**config.mk**
```make
export PLATFORM = sky130hd
export DESIGN_NAME = orc_osc_ctl
export DESIGN_NICKNAME = d
export VERILOG_FILES = /design/src/include/orc_pkg.sv /design/src/core/orc_sync.sv /design/src/core/orc_ratio.sv /design/src/core/orc_osc_ctl.sv
export VERILOG_INCLUDE_DIRS = /design/src /design/src/include
export SDC_FILE = /design/constraint.sdc
export NUM_CORES = 1
export LEC_CHECK = 0
export BUFFER_PORTS_ARGS = -buffer_cell sky130_fd_sc_hd__buf_2
export CORE_MARGIN = 1
export CORE_UTILIZATION = 41
export CTS_BUF_LIST = sky130_fd_sc_hd__clkbuf_8
export CTS_CLUSTER_DIAMETER = 30
export DETAILED_ROUTE_END_ITERATION = 8
export PLACE_DENSITY_LB_ADDON = 0.12
export SLEW_MARGIN = 20
export SYNTH_ARGS = -nofsm -noshare
export SYNTH_HDL_FRONTEND = slang
export SYNTH_HIERARCHICAL = 1
export SYNTH_SLANG_ARGS = --single-unit
```
**constraint.sdc**
```tcl
create_clock -name clock -period 2.4 [get_ports clock]
set_input_delay 0.48 -clock clock [delete_from_list [all_inputs] [get_ports clock]]
set_output_delay 0.48 -clock clock [all_outputs]
set_load 0.01 [all_outputs]
```
**src/include/orc_defs.svh**
```systemverilog
`ifndef ORC_DEFS_SVH
`define ORC_DEFS_SVH

`define ORC_OFF_OSC 12'h000
`define ORC_OFF_DIV 12'h004
`define ORC_OFF_FBD 12'h008
`define ORC_OFF_TUN 12'h00C

`define ORC_B_CUR 14:12
`define ORC_B_NXT 10:8
`define ORC_B_LOCK 7
`define ORC_B_PSL 6
`define ORC_B_PLLOK 5
`define ORC_B_CF 3
`define ORC_B_SECONDARY_OSC 1
`define ORC_B_REQ 0
`define ORC_OSC_UNIMPL_MASK 32'hFFFF_8814

`define ORC_B_ROI 15
`define ORC_B_DOZE 14:12
`define ORC_B_SLOW_RATIO_ENABLE 11
`define ORC_B_RC_POSTSCALE_SEL 10:8
`define ORC_B_POST 7:6
`define ORC_B_PRE 4:0
`define ORC_B_MULT 8:0
`define ORC_B_TRIM 5:0

`define ORC_RST_DOZE 3'h3
`define ORC_RST_RC_POSTSCALE_SEL 3'h0
`define ORC_RST_POST 2'h1
`define ORC_RST_PRE 5'h00
`define ORC_RST_MULT 9'h030
`define ORC_RST_TRIM 6'h00

`define ORC_B_MODE_OFF 1
`define ORC_MODE_SW_ONLY 2'h1
`define ORC_SRC_RC_PLL 3'h1
`define ORC_SRC_PRI_PLL 3'h3

`define ORC_FRC_MAX 3'h7
`define ORC_FRC_MAX_EXP 4'h8
`define ORC_POST_D2 2'h0
`define ORC_POST_D4 2'h1
`define ORC_POST_D8 2'h3
`define ORC_PRE_BASE 6'h02
`define ORC_MULT_BASE 10'h002
`define ORC_FCY_EXP 4'h1

`define ORC_INIT_WAIT 2'h2
`define ORC_INIT_LEAVE 2'h3

`endif

```
**src/include/orc_pkg.sv**
```systemverilog
package orc_pkg;

  typedef enum logic [1:0] {
    ORC_INIT = 2'h0,
    ORC_IDLE = 2'h1,
    ORC_WAIT = 2'h2,
    ORC_CLR = 2'h3
  } orc_fsm_e;

  typedef struct packed {
    logic psel;
    logic penable;
    logic pwrite;
    logic [11:0] paddr;
    logic [31:0] pwdata;
  } orc_apb_req_s;

  typedef struct packed {
    logic [31:0] prdata;
    logic pready;
    logic pslverr;
  } orc_apb_rsp_s;

  typedef struct packed {
    logic [2:0] src;
    logic [1:0] mode;
    logic pll_lock;
    logic fail;
    logic done;
  } orc_pins_s;

  typedef struct packed {
    orc_pins_s s1;
    orc_pins_s s2;
  } orc_sync_s;

  typedef struct packed {
    logic switch_start;
    logic [2:0] target_src;
    logic [2:0] current_src;
    logic secondary_osc_enable;
    logic pin_select_lock;
    logic clock_fail_flag;
  } orc_out_s;

  typedef struct packed {
    logic [2:0] doze;
    logic slow_ratio_enable;
    logic [2:0] rc_postscale_sel;
    logic [1:0] pll_out_divider;
    logic [4:0] pll_in_divider;
    logic [8:0] pll_multiplier;
    logic [5:0] rc_trim_code;
  } orc_div_s;

  typedef struct packed {
    logic [3:0] periph_exp;
    logic [3:0] rc_post_exp;
    logic [1:0] pll_post_exp;
    logic pll_post_bad;
    logic [5:0] pll_in_div;
    logic [9:0] pll_mult;
    logic signed [5:0] rc_trim_steps;
  } orc_ratio_s;

  typedef struct packed {
    orc_fsm_e fsm;
    logic [1:0] cnt;
    logic [1:0] mode;
    logic [2:0] cur;
    logic [2:0] nxt;
    logic lock;
    logic psl;
    logic cf;
    logic secondary_osc;
    logic req;
    logic recover_on_irq;
    logic done_d;
    orc_div_s div;
    logic [31:0] rdata;
    logic err;
  } orc_state_s;

endpackage

```
**src/core/orc_sync.sv**
```systemverilog
module orc_sync
(
  input logic clock,
  input logic rst,
  input logic clk_en,
  input orc_pkg::orc_pins_s din,
  output orc_pkg::orc_pins_s dout
);

  orc_pkg::orc_sync_s sync_reg;
  orc_pkg::orc_sync_s sync_next;

  // Only the second stage is visible, so no logic ever sees a metastable value.
  always_comb
  begin
    sync_next = sync_reg;
    sync_next.s1 = din;
    sync_next.s2 = sync_reg.s1;
  end

  always_ff @(posedge clock or posedge rst)
  begin
    if (rst)
    begin
      sync_reg <= '0;
    end
    else if (clk_en)
    begin
      sync_reg <= sync_next;
    end
  end

  assign dout = sync_reg.s2;

endmodule // orc_sync

```
**src/core/orc_ratio.sv**
```systemverilog
`include "orc_defs.svh"

module orc_ratio
(
  input orc_pkg::orc_div_s div,
  output orc_pkg::orc_ratio_s ratio
);

  always_comb
  begin
    ratio = '0;
    if (div.slow_ratio_enable)
    begin
      ratio.periph_exp = {1'b0, div.doze} + `ORC_FCY_EXP;
    end
    else
    begin
      ratio.periph_exp = `ORC_FCY_EXP;
    end
    if (div.rc_postscale_sel == `ORC_FRC_MAX)
    begin
      ratio.rc_post_exp = `ORC_FRC_MAX_EXP;
    end
    else
    begin
      ratio.rc_post_exp = {1'b0, div.rc_postscale_sel};
    end
    // The reserved postscaler code is flagged and falls back to divide by 4.
    case (div.pll_out_divider)
      `ORC_POST_D2: ratio.pll_post_exp = 2'h1;
      `ORC_POST_D4: ratio.pll_post_exp = 2'h2;
      `ORC_POST_D8: ratio.pll_post_exp = 2'h3;
      default:
      begin
        ratio.pll_post_exp = 2'h2;
        ratio.pll_post_bad = 1'b1;
      end
    endcase
    ratio.pll_in_div = {1'b0, div.pll_in_divider} + `ORC_PRE_BASE;
    ratio.pll_mult = {1'b0, div.pll_multiplier} + `ORC_MULT_BASE;
    ratio.rc_trim_steps = signed'(div.rc_trim_code);
  end

endmodule // orc_ratio

```
**src/core/orc_osc_ctl.sv**
```systemverilog
// Functional notes
// - Read-only current source field at bits 14:12, eight source codes.
// - Writable next source field at bits 10:8, same encoding.
// - Writing 1 to bit 0 requests a switch; held until complete.
// - In mode 01, set-only lock bit 7 blocks switching.
// - Pin-select lock bit 6 rejects pin-select writes while set.
// - PLL lock bit 5 is 1 only when PLL runs and is locked.
// - Clock-fail flag set by monitor, cleared only by software, resets 0.
// - Bit 1 enables the secondary oscillator.
// - With recover-on-interrupt set, interrupts clear the slow ratio enable.
// - Doze field divides by two to the field value, reset 011.
// - Slow ratio enable selects doze ratio, else ratio is 1:1.
// - RC postscaler divides by two to the code, 111 gives 256.
// - PLL output divider 2, 4 or 8; code 10 is reserved.
// - PLL input divider is field plus two, 2 to 33.
// - PLL multiplier is field plus two, reset gives 50.
// - Signed six-bit RC trim code, 0.375 percent per step.
// - Only power-on reset restores the registers.
// - Unimplemented bits read as zero.
// - Source fields load from the configuration straps at power-on.
// - Mode 1x disables switching and monitor; 01 switching only; 00 both. The code gates only switching; the fail monitor runs in every mode.
// - Instruction clock is system clock over two; doze applies after it.
`include "orc_defs.svh"

module orc_osc_ctl
(
  input logic clock,
  input logic rst,
  input logic clk_en,
  input orc_pkg::orc_apb_req_s apb_req,
  output orc_pkg::orc_apb_rsp_s apb_rsp,
  input orc_pkg::orc_pins_s pins,
  input logic irq_event,
  input logic pps_wr_req,
  output logic pps_wr_grant,
  output orc_pkg::orc_out_s osc_out,
  output orc_pkg::orc_ratio_s ratio
);

  localparam orc_pkg::orc_state_s STATE_RST = '{
    fsm: orc_pkg::ORC_INIT,
    cnt: 2'h0,
    mode: 2'h0,
    cur: 3'h0,
    nxt: 3'h0,
    lock: 1'b0,
    psl: 1'b0,
    cf: 1'b0,
    secondary_osc: 1'b0,
    req: 1'b0,
    recover_on_irq: 1'b0,
    done_d: 1'b0,
    div: '{
      doze: `ORC_RST_DOZE,
      slow_ratio_enable: 1'b0,
      rc_postscale_sel: `ORC_RST_RC_POSTSCALE_SEL,
      pll_out_divider: `ORC_RST_POST,
      pll_in_divider: `ORC_RST_PRE,
      pll_multiplier: `ORC_RST_MULT,
      rc_trim_code: `ORC_RST_TRIM
    },
    rdata: 32'h0000_0000,
    err: 1'b0
  };

  orc_pkg::orc_state_s state_reg;
  orc_pkg::orc_state_s state_next;
  orc_pkg::orc_pins_s pins_s2;
  logic ready;
  logic access;
  logic setup;
  logic sw_allowed;
  logic pll_src;
  logic done_rise;
  logic rd_hit;
  logic [31:0] rd_word;
  logic [31:0] wd;

  orc_sync u_sync
  (
    .clock(clock),
    .rst(rst),
    .clk_en(clk_en),
    .din(pins),
    .dout(pins_s2)
  );

  orc_ratio u_ratio
  (
    .div(state_reg.div),
    .ratio(ratio)
  );

  always_comb
  begin
    ready = clk_en && (state_reg.fsm != orc_pkg::ORC_INIT);
    access = apb_req.psel && apb_req.penable && ready;
    setup = apb_req.psel && !access;
    wd = apb_req.pwdata;
    pll_src = (state_reg.cur == `ORC_SRC_RC_PLL) || (state_reg.cur == `ORC_SRC_PRI_PLL);
    sw_allowed = !state_reg.mode[`ORC_B_MODE_OFF];
    if ((state_reg.mode == `ORC_MODE_SW_ONLY) && state_reg.lock)
    begin
      sw_allowed = 1'b0;
    end
    done_rise = pins_s2.done && !state_reg.done_d;
  end

  // Read word assembly; every bit not named here stays zero.
  always_comb
  begin
    rd_word = 32'h0000_0000;
    rd_hit = 1'b1;
    case (apb_req.paddr)
      `ORC_OFF_OSC:
      begin
        rd_word[`ORC_B_CUR] = state_reg.cur;
        rd_word[`ORC_B_NXT] = state_reg.nxt;
        rd_word[`ORC_B_LOCK] = state_reg.lock;
        rd_word[`ORC_B_PSL] = state_reg.psl;
        rd_word[`ORC_B_PLLOK] = pins_s2.pll_lock && pll_src;
        rd_word[`ORC_B_CF] = state_reg.cf;
        rd_word[`ORC_B_SECONDARY_OSC] = state_reg.secondary_osc;
        rd_word[`ORC_B_REQ] = state_reg.req;
      end
      `ORC_OFF_DIV:
      begin
        rd_word[`ORC_B_ROI] = state_reg.recover_on_irq;
        rd_word[`ORC_B_DOZE] = state_reg.div.doze;
        rd_word[`ORC_B_SLOW_RATIO_ENABLE] = state_reg.div.slow_ratio_enable;
        rd_word[`ORC_B_RC_POSTSCALE_SEL] = state_reg.div.rc_postscale_sel;
        rd_word[`ORC_B_POST] = state_reg.div.pll_out_divider;
        rd_word[`ORC_B_PRE] = state_reg.div.pll_in_divider;
      end
      `ORC_OFF_FBD:
      begin
        rd_word[`ORC_B_MULT] = state_reg.div.pll_multiplier;
      end
      `ORC_OFF_TUN:
      begin
        rd_word[`ORC_B_TRIM] = state_reg.div.rc_trim_code;
      end
      default:
      begin
        rd_hit = 1'b0;
      end
    endcase
  end

  always_comb
  begin
    logic cf_clr;
    cf_clr = 1'b0;
    state_next = state_reg;
    state_next.done_d = pins_s2.done;
    case (state_reg.fsm)
      orc_pkg::ORC_INIT:
      begin
        // Straps are taken only once the synchroniser holds settled values.
        // Start-up ends one edge later, so a read stalled here captures the loaded sources.
        state_next.cnt = state_reg.cnt + 2'h1;
        if (state_reg.cnt == `ORC_INIT_WAIT)
        begin
          state_next.cur = pins_s2.src;
          state_next.nxt = pins_s2.src;
          state_next.mode = pins_s2.mode;
        end
        if (state_reg.cnt == `ORC_INIT_LEAVE)
        begin
          state_next.fsm = orc_pkg::ORC_IDLE;
        end
      end
      orc_pkg::ORC_IDLE:
      begin
        state_next.fsm = orc_pkg::ORC_IDLE;
      end
      orc_pkg::ORC_WAIT:
      begin
        if (done_rise)
        begin
          state_next.cur = state_reg.nxt;
          state_next.fsm = orc_pkg::ORC_CLR;
        end
      end
      orc_pkg::ORC_CLR:
      begin
        state_next.req = 1'b0;
        state_next.fsm = orc_pkg::ORC_IDLE;
      end
      default:
      begin
        state_next.fsm = orc_pkg::ORC_IDLE;
      end
    endcase
    if (access && apb_req.pwrite)
    begin
      case (apb_req.paddr)
        `ORC_OFF_OSC:
        begin
          state_next.nxt = wd[`ORC_B_NXT];
          state_next.lock = state_reg.lock || wd[`ORC_B_LOCK];
          state_next.psl = wd[`ORC_B_PSL];
          state_next.secondary_osc = wd[`ORC_B_SECONDARY_OSC];
          cf_clr = !wd[`ORC_B_CF];
          // A request while locked in mode 01, disabled or already switching is dropped.
          if (wd[`ORC_B_REQ] && sw_allowed && (state_reg.fsm == orc_pkg::ORC_IDLE))
          begin
            state_next.req = 1'b1;
            state_next.fsm = orc_pkg::ORC_WAIT;
          end
        end
        `ORC_OFF_DIV:
        begin
          state_next.recover_on_irq = wd[`ORC_B_ROI];
          state_next.div.doze = wd[`ORC_B_DOZE];
          state_next.div.slow_ratio_enable = wd[`ORC_B_SLOW_RATIO_ENABLE];
          state_next.div.rc_postscale_sel = wd[`ORC_B_RC_POSTSCALE_SEL];
          state_next.div.pll_out_divider = wd[`ORC_B_POST];
          state_next.div.pll_in_divider = wd[`ORC_B_PRE];
        end
        `ORC_OFF_FBD:
        begin
          state_next.div.pll_multiplier = wd[`ORC_B_MULT];
        end
        `ORC_OFF_TUN:
        begin
          state_next.div.rc_trim_code = wd[`ORC_B_TRIM];
        end
        default:
        begin
          cf_clr = 1'b0;
        end
      endcase
    end
    // Hardware events win over a software write in the same cycle.
    if (irq_event && state_reg.recover_on_irq)
    begin
      state_next.div.slow_ratio_enable = 1'b0;
    end
    if (pins_s2.fail)
    begin
      state_next.cf = 1'b1;
    end
    else if (cf_clr)
    begin
      state_next.cf = 1'b0;
    end
    // Read data is sampled while the access waits, so it is stable when ready rises.
    if (setup)
    begin
      state_next.rdata = rd_word;
      state_next.err = !rd_hit;
    end
  end

  // The only reset is power-on; no other reset source reaches this state.
  always_ff @(posedge clock or posedge rst)
  begin
    if (rst)
    begin
      state_reg <= STATE_RST;
    end
    else if (clk_en)
    begin
      state_reg <= state_next;
    end
  end

  always_comb
  begin
    apb_rsp.prdata = state_reg.rdata;
    apb_rsp.pready = ready;
    apb_rsp.pslverr = state_reg.err;
    pps_wr_grant = pps_wr_req && !state_reg.psl;
    osc_out.switch_start = state_reg.req;
    osc_out.target_src = state_reg.nxt;
    osc_out.current_src = state_reg.cur;
    osc_out.secondary_osc_enable = state_reg.secondary_osc;
    osc_out.pin_select_lock = state_reg.psl;
    osc_out.clock_fail_flag = state_reg.cf;
  end
endmodule // orc_osc_ctl

```
## After elaboration in Yosys (flattened, before gate mapping)

Index checks and enable logic that the tools add are counted.
W data, S select, Z words.

| storage, ports and cells | value |
|---|---|
| flip-flop bits (word level) | 81 |
| input port bits | 60 |
| logic and storage cells | 134 |

| operators by class | value |
|---|---|
| add/sub/neg operators | 4 |
| eq/ne operators | 16 |
| muxes and demuxes | 42 |
| reductions and logical operators | 41 |

Operators with widths:

| cell | count |
|---|---|
| $mux W26 | 1 |
| $eq A12 B4 Y1 const B | 2 |
| $reduce_and A3 Y1 | 6 |
| $mux W1 | 14 |
| $eq A12 B3 Y1 const B | 1 |
| $logic_and A1 B1 Y1 | 12 |
| $logic_not A12 Y1 | 1 |
| $mux W2 | 6 |
| $mux W6 | 2 |
| $pmux W3 S2 | 2 |
| $mux W11 | 1 |
| $add A9 B2 Y10 const B | 1 |
| $eq A2 B2 Y1 const B | 5 |
| $mux W5 | 2 |
| $reduce_bool A2 Y1 | 5 |
| $mux W9 | 1 |
| $pmux W1 S3 | 3 |
| $pmux W3 S3 | 1 |
| $mux W4 | 2 |
| $pmux W2 S2 | 2 |
| $pmux W2 S4 | 1 |
| $add A5 B2 Y6 const B | 1 |
| $eq A2 B1 Y1 const B | 3 |
| $logic_not A1 Y1 | 6 |
| other kinds (16) | 22 |

## Depth between registers and ports, before layout

Gate-level depths: netlist (run 1).

| logic depth | value |
|---|---|
| word-level depth | 8 |
| mapped depth | 6 |
| gate-level depth less buffers | 6 |

## By module

The synthesis (run 1) kept the hierarchy.

By module, submodules not included:

| module | instances | cells an instance | area each (sq um) | sequential area each (sq um) |
|---|---|---|---|---|
| orc_osc_ctl | 1 | 300 | 3384.5 | 1632.8 |
| orc_sync | 1 | 35 | 653.1 | 400.4 |
| orc_ratio | 1 | 49 | 337.8 | 0.0 |

## Least setup slack after synthesis (run 1)

Ideal clock, no wire load.

| timing path | value |
|---|---|
| path type | input to register |
| from | input apb_req[37] in the netlist's numbering |
| to | register state_reg[48] in the netlist's numbering |
| library setup time | 0.125 ns |
| arrival | 2.293 ns |
| slack | -0.018 ns |
| cell stages on the path | 6 |
| path through | or4_1 > or3_1 > buf_6 > nor3_4 > buf_8 > mux2_4 |

| on the way | value |
|---|---|
| longest elaborated chain between the ends | 2 |

RTL lines:

| element | line | RTL |
|---|---|---|
| start: declaration | orc_osc_ctl.sv:30 | `input orc_pkg::orc_apb_req_s apb_req,` |
| $eq A12 B3 Y1 | orc_osc_ctl.sv:197 | `case (apb_req.paddr)` |
| $reduce_and A3 Y1 (no line) | -- |  |
| end signal: assignment | orc_osc_ctl.sv:265 | `state_reg <= state_next;` |
| end: declaration | orc_osc_ctl.sv:66 | `orc_pkg::orc_state_s state_reg;` |

No other way between the ends.
A chain may end at the register's enable or synchronous reset.

## Final worst setup path (run 1)

| timing path | value |
|---|---|
| from | input apb_req[33] in the netlist's numbering |
| to | register state_reg, in the netlist osc_out[2] |

| on the way | value |
|---|---|
| longest elaborated chain between the ends | 2 |

RTL lines:

| element | line |
|---|---|
| $logic_not A12 Y1 | orc_osc_ctl.sv:197 |
| $reduce_and A3 Y1 (no line) | -- |

No other way between the ends.

==> results of run 1 <==
## routing by layer
layer | vias to the layer above | routed length, um
li1 | 1448 | -
met1 | 1489 | 4693
met2 | 83 | 4384
met3 | 8 | 518
met4 | 0 | 89
met5 | - | 0
## layout by cell type (no fill, tap or decap), types with 6 or more instances in the layout
master    netlist  routed
nand4_1         8       8
nand3_1        23      23
ha_1            7       7
inv_1          11      11
a21oi_1         8       8
dfrtp_1        76      76
nor2_1         14      14
nor2b_1         6       6
buf_2           0     105
nand2_1        31      31
mux2_4         20      20
mux2_2         32      32
and2_1          8       8
conb_1          1      16
clkbuf_8        0       9
buf_4          52      17
## power breakdown
| part | total [mW] | leakage, nW | internal [mW] | switching [mW] |
|---|---|---|---|---|
| clock | 0.867 | 0.0899 | 0.367 | 0.500 |
| combinational | 0.443 | 1.45 | 0.218 | 0.225 |
| sequential | 1.60 | 1.05 | 1.49 | 0.110 |
| total | 2.91 | 2.59 | 2.07 | 0.835 |
## through the flow
| stage | setup TNS (ns) | cells | instance area (um2) | utilization [%] |
|---|---|---|---|---|
| after CTS | 0 | 610 | 4994 | 48.37 |
| after global placement | -0.1127 | 594 | 4830 | 46.78 |
| after detailed placement | -0.1164 | 594 | 4830 | 46.78 |
| after floorplan | 0 | 399 | 4432 | - |
| final | 0 | 610 | 4994 | 48.37 |
| after global routing | 0 | 610 | 4994 | 48.37 |
## cell families (layout without fill, tap and decap cells)
logic type               count (synthesis)  in the layout  share of synthesized area [%]
XOR/XNOR                                10             10                          2.002
AO/OA/AOI/OAI                           35             35                          5.691
adder cells (fa/ha/maj)                  7              7                          2.002
flip-flops                              81             81                          46.47
other                                    1             16                        0.08571
AND/OR/NAND/NOR                        114            114                          14.16
buffers and inverters                   77            152                          12.04
multiplexers                            59             59                          17.56
## path summary, 6_finish.rpt
path | end | slack [ns] | cells past startpoint
worst max-delay path | osc_out[2] | 0.32 | 6
worst min-delay path | state_reg[79] | 0.16 | 2
worst max register to register | state_reg[54] | 0.37 | 5
worst min register to register | apb_rsp[7] | 0.48 | 2
max in group asynchronous | state_reg[43] | 1.60 | 3
min in group clock | state_reg[58] | 0.34 | 2
## layout make-up
class	count	area (um2)	share of cell area, %
multi-input combinational	241	1872	37.48
timing repair buffer	125	713.2	14.28
sequential	81	2033	40.72
clock inverter	7	40.04	0.8018
clock buffer	9	123.9	2.481
inverter	11	41.29	0.8269
tap	136	170.2	3.408
## critical path, delay by kind of cell
kind                   cells  cell delay (ns)
AND/OR/NAND/NOR            3             1.19
buffers and inverters      2             0.27
multiplexers               1             0.36
==> flow_summary.ini, run 1 <==
[grt]
grt_first_pass_wirelength_mm = 15.93
first_global_vias = 2950
gr-max-usage-layer = met2
grt_max_degree = 35
globalRouteTotalUtil_pct = 18.60
grt_util_met2_pct = 28.34
antenna_found_initial = 0
met3_track_usage_gr_pct = 3.525
globalRoute.totalOverflow = 0
grt_util_met1_pct = 26.86

[placement]
placement.io_buffers = 105
pre_cts_ws_ns = -0.05938
hpwl_mm = 7.553
place_congestion = 0.8025

[clock_tree]
cts_setup_buffers = 0
clock_path_buffers = 2
cts_inserted_buffers = 9
path_clk_slew_ns = 0.09
post_cts_resized = 0
clk_root_buffer_cell = clkbuf_8
sink_count_of_the_clock_tree = 81
hold_buffers = 0
htree_levels = 3
cts_tree = done
insertion_delay_ns = 0.35

[timing]
final_critical_path_setup_slack_ns = 0.3201
final_critical_period_ns = 2.080
finClkSkew_ns = 0.009958
worstMarginPinSlew_ns = 0.5708
final.period_utilization_pct = 86.66
fmax_mhz = 480.8
setup_viol_count_final = 0
timing_max_transition_violations_final = 0
rsz0062_at_grt = no
worst_slew_margin_rel_pct = 60.96
final.hold.worst_slack_ns = 0.1625
timing_hold_violations_final = 0

[power_and_ir_drop]
cellPowerDensity_mw_per_mm2 = 582.3
leakagePower_nw = 2.591
report.power.total_mw = 2.908
worst_ir_drop_vdd_v = 0.0002726

[synth]
synth.cells.most_frequent = dfrtp_1 (76), buf_4 (52), mux2_2 (32), nand2_1 (31), nand3_1 (23)
synth_seq_cells = 81
postSynth.topFlopCell = dfrtp_1
ys_types = 52
synth.most_common_cell = dfrtp_1
avgSynthCellArea_um2 = 11.39
yosysSeqAreaShare_pct = 46.47
synthArstFlopShare_pct = 100.0
synth_area_leaders = dfrtp_1 (43%), buf_4 (8.9%), mux2_2 (8.2%)
synth-warning-count = 6
syn_inst = 384
synth_top_area_cell = dfrtp_1
synth_edf_count = 0
yosys.area.top_type_share_pct = 43.47
synthesis.area_mm2 = 0.004375

[routing]
detail_route.wl_per_cell_um = 15.88
via_count = 3028
wirelength_mm = 9.684
post-route-drc-count = 0
drt_pass1_iterations = 6
ant_nets = 0
drt_iter0_drc = 108
via_per_inst = 4.964

[layout]
num_antenna_cells = 0
syn_to_final_growth_pct = 14.13
num-nets-final = 536
final_layout_size_suffix_gt1_share_pct = 44.30
largest_register_ffs = 38
filler_cell_count = 1012

[floorplan]
core-area_mm2 = 0.01032
core.rowCount = 37
die_area_mm2 = 0.01109
floorplan.io_pins = 138
initial_utilization_pct = 42.38
die_h_um = 105.3
die-width_um = 105.3

[setup_path]
crit_path_start_kind = input pin
crit_path_end_kind = flop
worstPathCellList = buf_2, or4_4, or3_1, buf_4, nor3_4, mux2_2
worstReg2RegStart = state_reg[79]
timing.critical_path.slowest_stage_cell = or4_4
critPathMaxStageDelay_ns = 0.52
worstPathRequired_ns = 2.63
critical_path_arrival_ns = 2.31
critPathKind = in -> reg
critical_path_peak_fanout = 3
crit_start = apb_req[33]

[run]
cap_violations = 0

[run_status]
status = finished, final reports clean

[min_path]
hold_path_class = in -> async
Power figures use the tool's default switching activity.
==> run 2, diff against run 1 <==
Settings changed: GPL_TIMING_DRIVEN from default to 0.
==> flow_summary.ini, run 2 (synthesized netlist as in run 1, its figures left out) <==
[run_status]
status = finished, final reports clean

[setup_path]
critical_path_peak_fanout = 10
critPathKind = in -> reg
worstPathRequired_ns = 2.64
crit_path_start_kind = input pin
critical_path_arrival_ns = 2.53
crit_path_end_kind = flop

[clock_tree]
hold_buffers = 0
insertion_delay_ns = 0.36
clock_path_buffers = 2
htree_levels = 3
cts_inserted_buffers = 9
cts_tree = done
cts_setup_buffers = 0
path_clk_slew_ns = 0.09
sink_count_of_the_clock_tree = 81
post_cts_resized = 1
clk_root_buffer_cell = clkbuf_8

[grt]
first_global_vias = 3062
globalRouteTotalUtil_pct = 18.94
globalRoute.totalOverflow = 0
grt_max_degree = 53
antenna_found_initial = 0
grt_first_pass_wirelength_mm = 16.17

[placement]
postPlaceCellArea_mm2 = 0.005152
place_congestion = 0.8263
post-place-cells = 640
hpwl_mm = 7.467
placement.io_buffers = 104

[power_and_ir_drop]
cellPowerDensity_mw_per_mm2 = 625.0
power.share.switching_pct = 25.79
share_seq_of_total_power_pct = 47.4
p_comb_share_pct = 16.1
leakagePower_nw = 2.851
worst_ir_drop_vdd_v = 0.0004254
report.power.total_mw = 3.383
cellInternalPower_mw = 2.511
power.net_switching_mw = 0.8726
clock_power_share_pct = 36.5

[routing]
via_count = 3163
post-route-drc-count = 0
detail_route.wl_per_cell_um = 14.95
drt_pass1_iterations = 4
via_per_inst = 4.829
drt_iter0_drc = 135
ant_nets = 0
wirelength_mm = 9.794

[layout]
seq_area_mm2 = 0.002033
syn_to_final_growth_pct = 23.73
multiInputGateArea_mm2 = 0.001884
filler_cell_count = 973
num-nets-final = 581
largest_register_ffs = 38
fin_cells = 655
final_layout_size_suffix_gt1_share_pct = 47.98
mostFrequentLayoutCell = buf_2
final_design_area_no_fill_mm2 = 0.005414
num_antenna_cells = 0
layout_common_cells = buf_2 (104), dfrtp_1 (76), buf_4 (52)
finalCoreUtilization_pct = 52.44

[floorplan]
initial_utilization_pct = 42.38
floorplan.io_pins = 138
core.rowCount = 37
core-area_mm2 = 0.01032
die_h_um = 105.3
die_area_mm2 = 0.01109
die-width_um = 105.3

[timing]
worstMarginPinSlew_ns = 0.6890
timing_max_transition_violations_final = 0
rsz0062_at_grt = no
worst_slew_margin_rel_pct = 54.07
fmax_mhz = 437.9
final.period_utilization_pct = 95.15
setup_viol_count_final = 0
timing_hold_violations_final = 0
tns_ns = 0
final_critical_period_ns = 2.284
finClkSkew_ns = 0.01190

[run]
cap_violations = 0

[min_path]
hold_path_class = in -> async
[run 2: per-stage QoR]
step / hold slack (ns) / setup WS (ns)
2_1_floorplan: 0.3937 / 0.02858
3_3_place_gp: 0.4654 / -0.5686
3_5_place_dp: 0.4402 / -0.3567
4_1_cts: 0.04901 / 0.04526
5_1_grt: 0.04204 / 0.05488
6_report: 0.05023 / 0.1164
[run 2: path summary, 6_finish.rpt]
kind / from / endpoint / slack (ns) / cells past startpoint
setup reg to reg: state_reg[79] / state_reg[49] / 0.19 / 6
max in group asynchronous: rst / state_reg[43] / 1.79 / 3
setup / recovery: apb_req[37] / state_reg[49] / 0.12 / 7
min in group clock: irq_event / state_reg[58] / 0.33 / 2
hold reg to reg: apb_rsp[9] / apb_rsp[9] / 0.48 / 2
hold / removal: rst / apb_rsp[11] / 0.05 / 2
[run 2: metal layers]
metal	share of wire (%)	track usage [%]
met5	0	0
met4	0.82	4.225
met3	4.9	4.638
met2	48	30.69
met1	46	25.65
[run 2: critical path, cell delays in order]
cell	delay, ns
buf_2	0.10
or4_1	0.62
or3_1	0.36
buf_6	0.16
nor3_4	0.27
buf_8	0.23
mux2_4	0.31
[run 2: final cells by class]
type	count	area share, %
Multi-Input combinational cell	241	34.80
Sequential cell	81	37.55
Inverter	11	0.8089
Clock inverter	6	2.126
Buffer	65	8.898
Tap cell	136	3.143
Timing Repair Buffer	105	10.12
Clock buffer	10	2.542
[run 2: power groups by stage]
stage	clock network, mW	registers, mW	logic (mW)
final	1.23	1.60	0.545
after global routing	1.32	1.63	0.604
after CTS	1.26	1.61	0.552
after detailed placement	0	1.64	0.550
after global placement	0	1.63	0.529
after floorplan	0	1.58	0.394
==> run 3, diff against run 2 <==
Settings changed: ABC_AREA from default to 1.
Clock period 2.4 ns to 2.94 ns, I/O delays scaled along.
==> flow_summary.ini, run 3 <==
[timing]
rsz0062_at_grt = no
final_critical_period_ns = 2.324
fmax_mhz = 430.2
timing_max_transition_violations_final = 0
setup_viol_count_final = 0
final_critical_path_setup_slack_ns = 0.6155
worst_slew_margin_rel_pct = 61.12
final.period_utilization_pct = 79.06
worstMarginPinSlew_ns = 0.5825
timing_hold_violations_final = 0
finClkSkew_ns = 0.01364

[clock_tree]
sink_count_of_the_clock_tree = 81
hold_buffers = 0
cts_tree = done
path_clk_slew_ns = 0.08
cts_inserted_buffers = 9
htree_levels = 3
post_cts_resized = 0
insertion_delay_ns = 0.36
cts_setup_buffers = 0
clk_root_buffer_cell = clkbuf_8
clock_path_buffers = 2

[synth]
synth_seq_cells = 81
yosysSeqAreaShare_pct = 44.12
synth_edf_count = 0
synth.cells.most_frequent = nand2_1 (152), dfrtp_1 (76), nand3_1 (68), buf_4 (54), inv_1 (40)
synth_area_leaders = dfrtp_1 (41%), nand2_1 (12%), buf_4 (8.8%)
synth_top_area_cell = dfrtp_1
synth.most_common_cell = nand2_1
syn_inst = 555
ys_types = 39
synthArstFlopShare_pct = 100.0
avgSynthCellArea_um2 = 8.303
postSynth.topFlopCell = dfrtp_1
yosys.area.top_type_share_pct = 41.27
synthesis.area_mm2 = 0.004608
synth-warning-count = 6

[min_path]
hold_path_class = in -> async

[layout]
layout_common_cells = nand2_1 (152), buf_2 (108), dfrtp_1 (76)
num-nets-final = 754
mostFrequentLayoutCell = nand2_1
final_layout_size_suffix_gt1_share_pct = 36.13
fin_cells = 832
syn_to_final_growth_pct = 21.15
num_antenna_cells = 0
largest_register_ffs = 38

[placement]
pre_cts_ws_ns = 0.6349
placement.io_buffers = 105
place_congestion = 0.8234
post-place-cells = 816
hpwl_mm = 8.354

[power_and_ir_drop]
p_comb_share_pct = 20.1
cellInternalPower_mw = 1.838
power.share.switching_pct = 29.92
power.net_switching_mw = 0.7849
leakagePower_nw = 3.146
cellPowerDensity_mw_per_mm2 = 469.8
share_seq_of_total_power_pct = 50.0
worst_ir_drop_vdd_v = 0.0003617
clock_power_share_pct = 29.9

[routing]
drt_iter0_drc = 149
detail_route.wl_per_cell_um = 13.17
drt_pass1_iterations = 5
post-route-drc-count = 0
via_per_inst = 4.673
wirelength_mm = 10.96
via_count = 3888
ant_nets = 0

[setup_path]
worstPathCellList = buf_2, clkbuf_1, inv_1, nor2_1, buf_4, buf_2
timing.critical_path.max_delay_family = buffers and inverters
critical_path_arrival_ns = 1.74
critPathMaxStageDelay_ns = 0.45
crit_path_start_kind = input pin
critPathKind = in -> out
worst-path-buf-inv = 5
timing.critical_path.slowest_stage_cell = clkbuf_1
critical_path_peak_fanout = 10
crit_path_end_kind = output port
worstPathRequired_ns = 2.35
worst_path_most_repeated_cell = buf_2

[floorplan]
initial_utilization_pct = 42.32
die_h_um = 108.0
floorplan.io_pins = 138
core.rowCount = 38
die-width_um = 108.0
core-area_mm2 = 0.01089
die_area_mm2 = 0.01167

[run]
cap_violations = 0

[run_status]
status = finished, final reports clean

[grt]
globalRoute.totalOverflow = 0
grt_max_degree = 44
globalRouteTotalUtil_pct = 19.96
first_global_vias = 3593
antenna_found_initial = 0
grt_first_pass_wirelength_mm = 17.77
==> run 3: cell families after synthesis <==
group	after synthesis	share of synthesized area (%)
XOR/XNOR	6	1.140
AND/OR/NAND/NOR	290	29.76
other	1	0.08138
multiplexers	2	0.4887
adder cells (fa/ha/maj)	7	1.901
flip-flops	81	44.12
AO/OA/AOI/OAI	52	6.761
buffers and inverters	116	15.75
==> run 3: area by class of cell <==
| cell class | count | area [um2] |
|---|---|---|
| fillers | 1114 | 5305 |
| flip-flops and latches | 81 | 2033 |
| multi-input cells | 373 | 1906 |
| repair buffers | 106 | 553.0 |
| plain buffers | 68 | 530.5 |
| inverters | 48 | 197.7 |
| well taps | 140 | 175.2 |
| clock buffers | 9 | 123.9 |
| clock inverters | 7 | 63.81 |
==> run 3: power groups by stage <==
stage | Sequential [mW] | Combinational (mW) | Clock (mW)
3_3_place_gp | 1.33 | 0.517 | 0
6_report | 1.31 | 0.527 | 0.785
4_1_cts | 1.31 | 0.534 | 0.809
5_1_grt | 1.32 | 0.602 | 0.860
2_1_floorplan | 1.30 | 0.386 | 0
3_5_place_dp | 1.33 | 0.531 | 0
==> run 3: worst paths after layout <==
check / start / endpoint / slack, ns / cells past startpoint
worst max-delay path: clk_en / apb_rsp[1] / 0.62 / 6
worst min-delay path: rst / osc_out[0] / 0.21 / 2
worst max register to register: state_reg[77] / state_reg[75] / 1.31 / 5
worst min register to register: u_sync/dout[4] / u_sync/dout[4] / 0.47 / 2
max in group asynchronous: rst / state_reg[53] / 2.16 / 3
min in group clock: apb_req[13] / state_reg[60] / 0.43 / 3
==> run 3: metrics by stage <==
stage | setup TNS, ns | hold WS (ns) | instance area, um2 | utilization (%) | total power [mW]
after detailed placement | 0 | 0.4565 | 5395 | 49.55 | 1.862
final | 0 | 0.2115 | 5583 | 51.28 | 2.623
after CTS | 0 | 0.2095 | 5583 | 51.28 | 2.653
after global placement | -10.36 | 0.4561 | 5365 | 49.28 | 1.844
after floorplan | 0 | 0.4380 | 4664 | - | 1.684
after global routing | 0 | 0.2092 | 5583 | 51.28 | 2.786
==> run 3: per-layer routing <==
metal  routed length [um]  vias to the layer above  global-route usage (%)  share of wire (%)
met1                 4840                     1802                   26.24                 44
met3                  655                       12                   4.340                6.0
met2                 5321                      113                   32.94                 49
met4                  142                        0                   5.871                1.3
li1                     -                     1961                       -                  -
met5                    0                        -                       0                  0
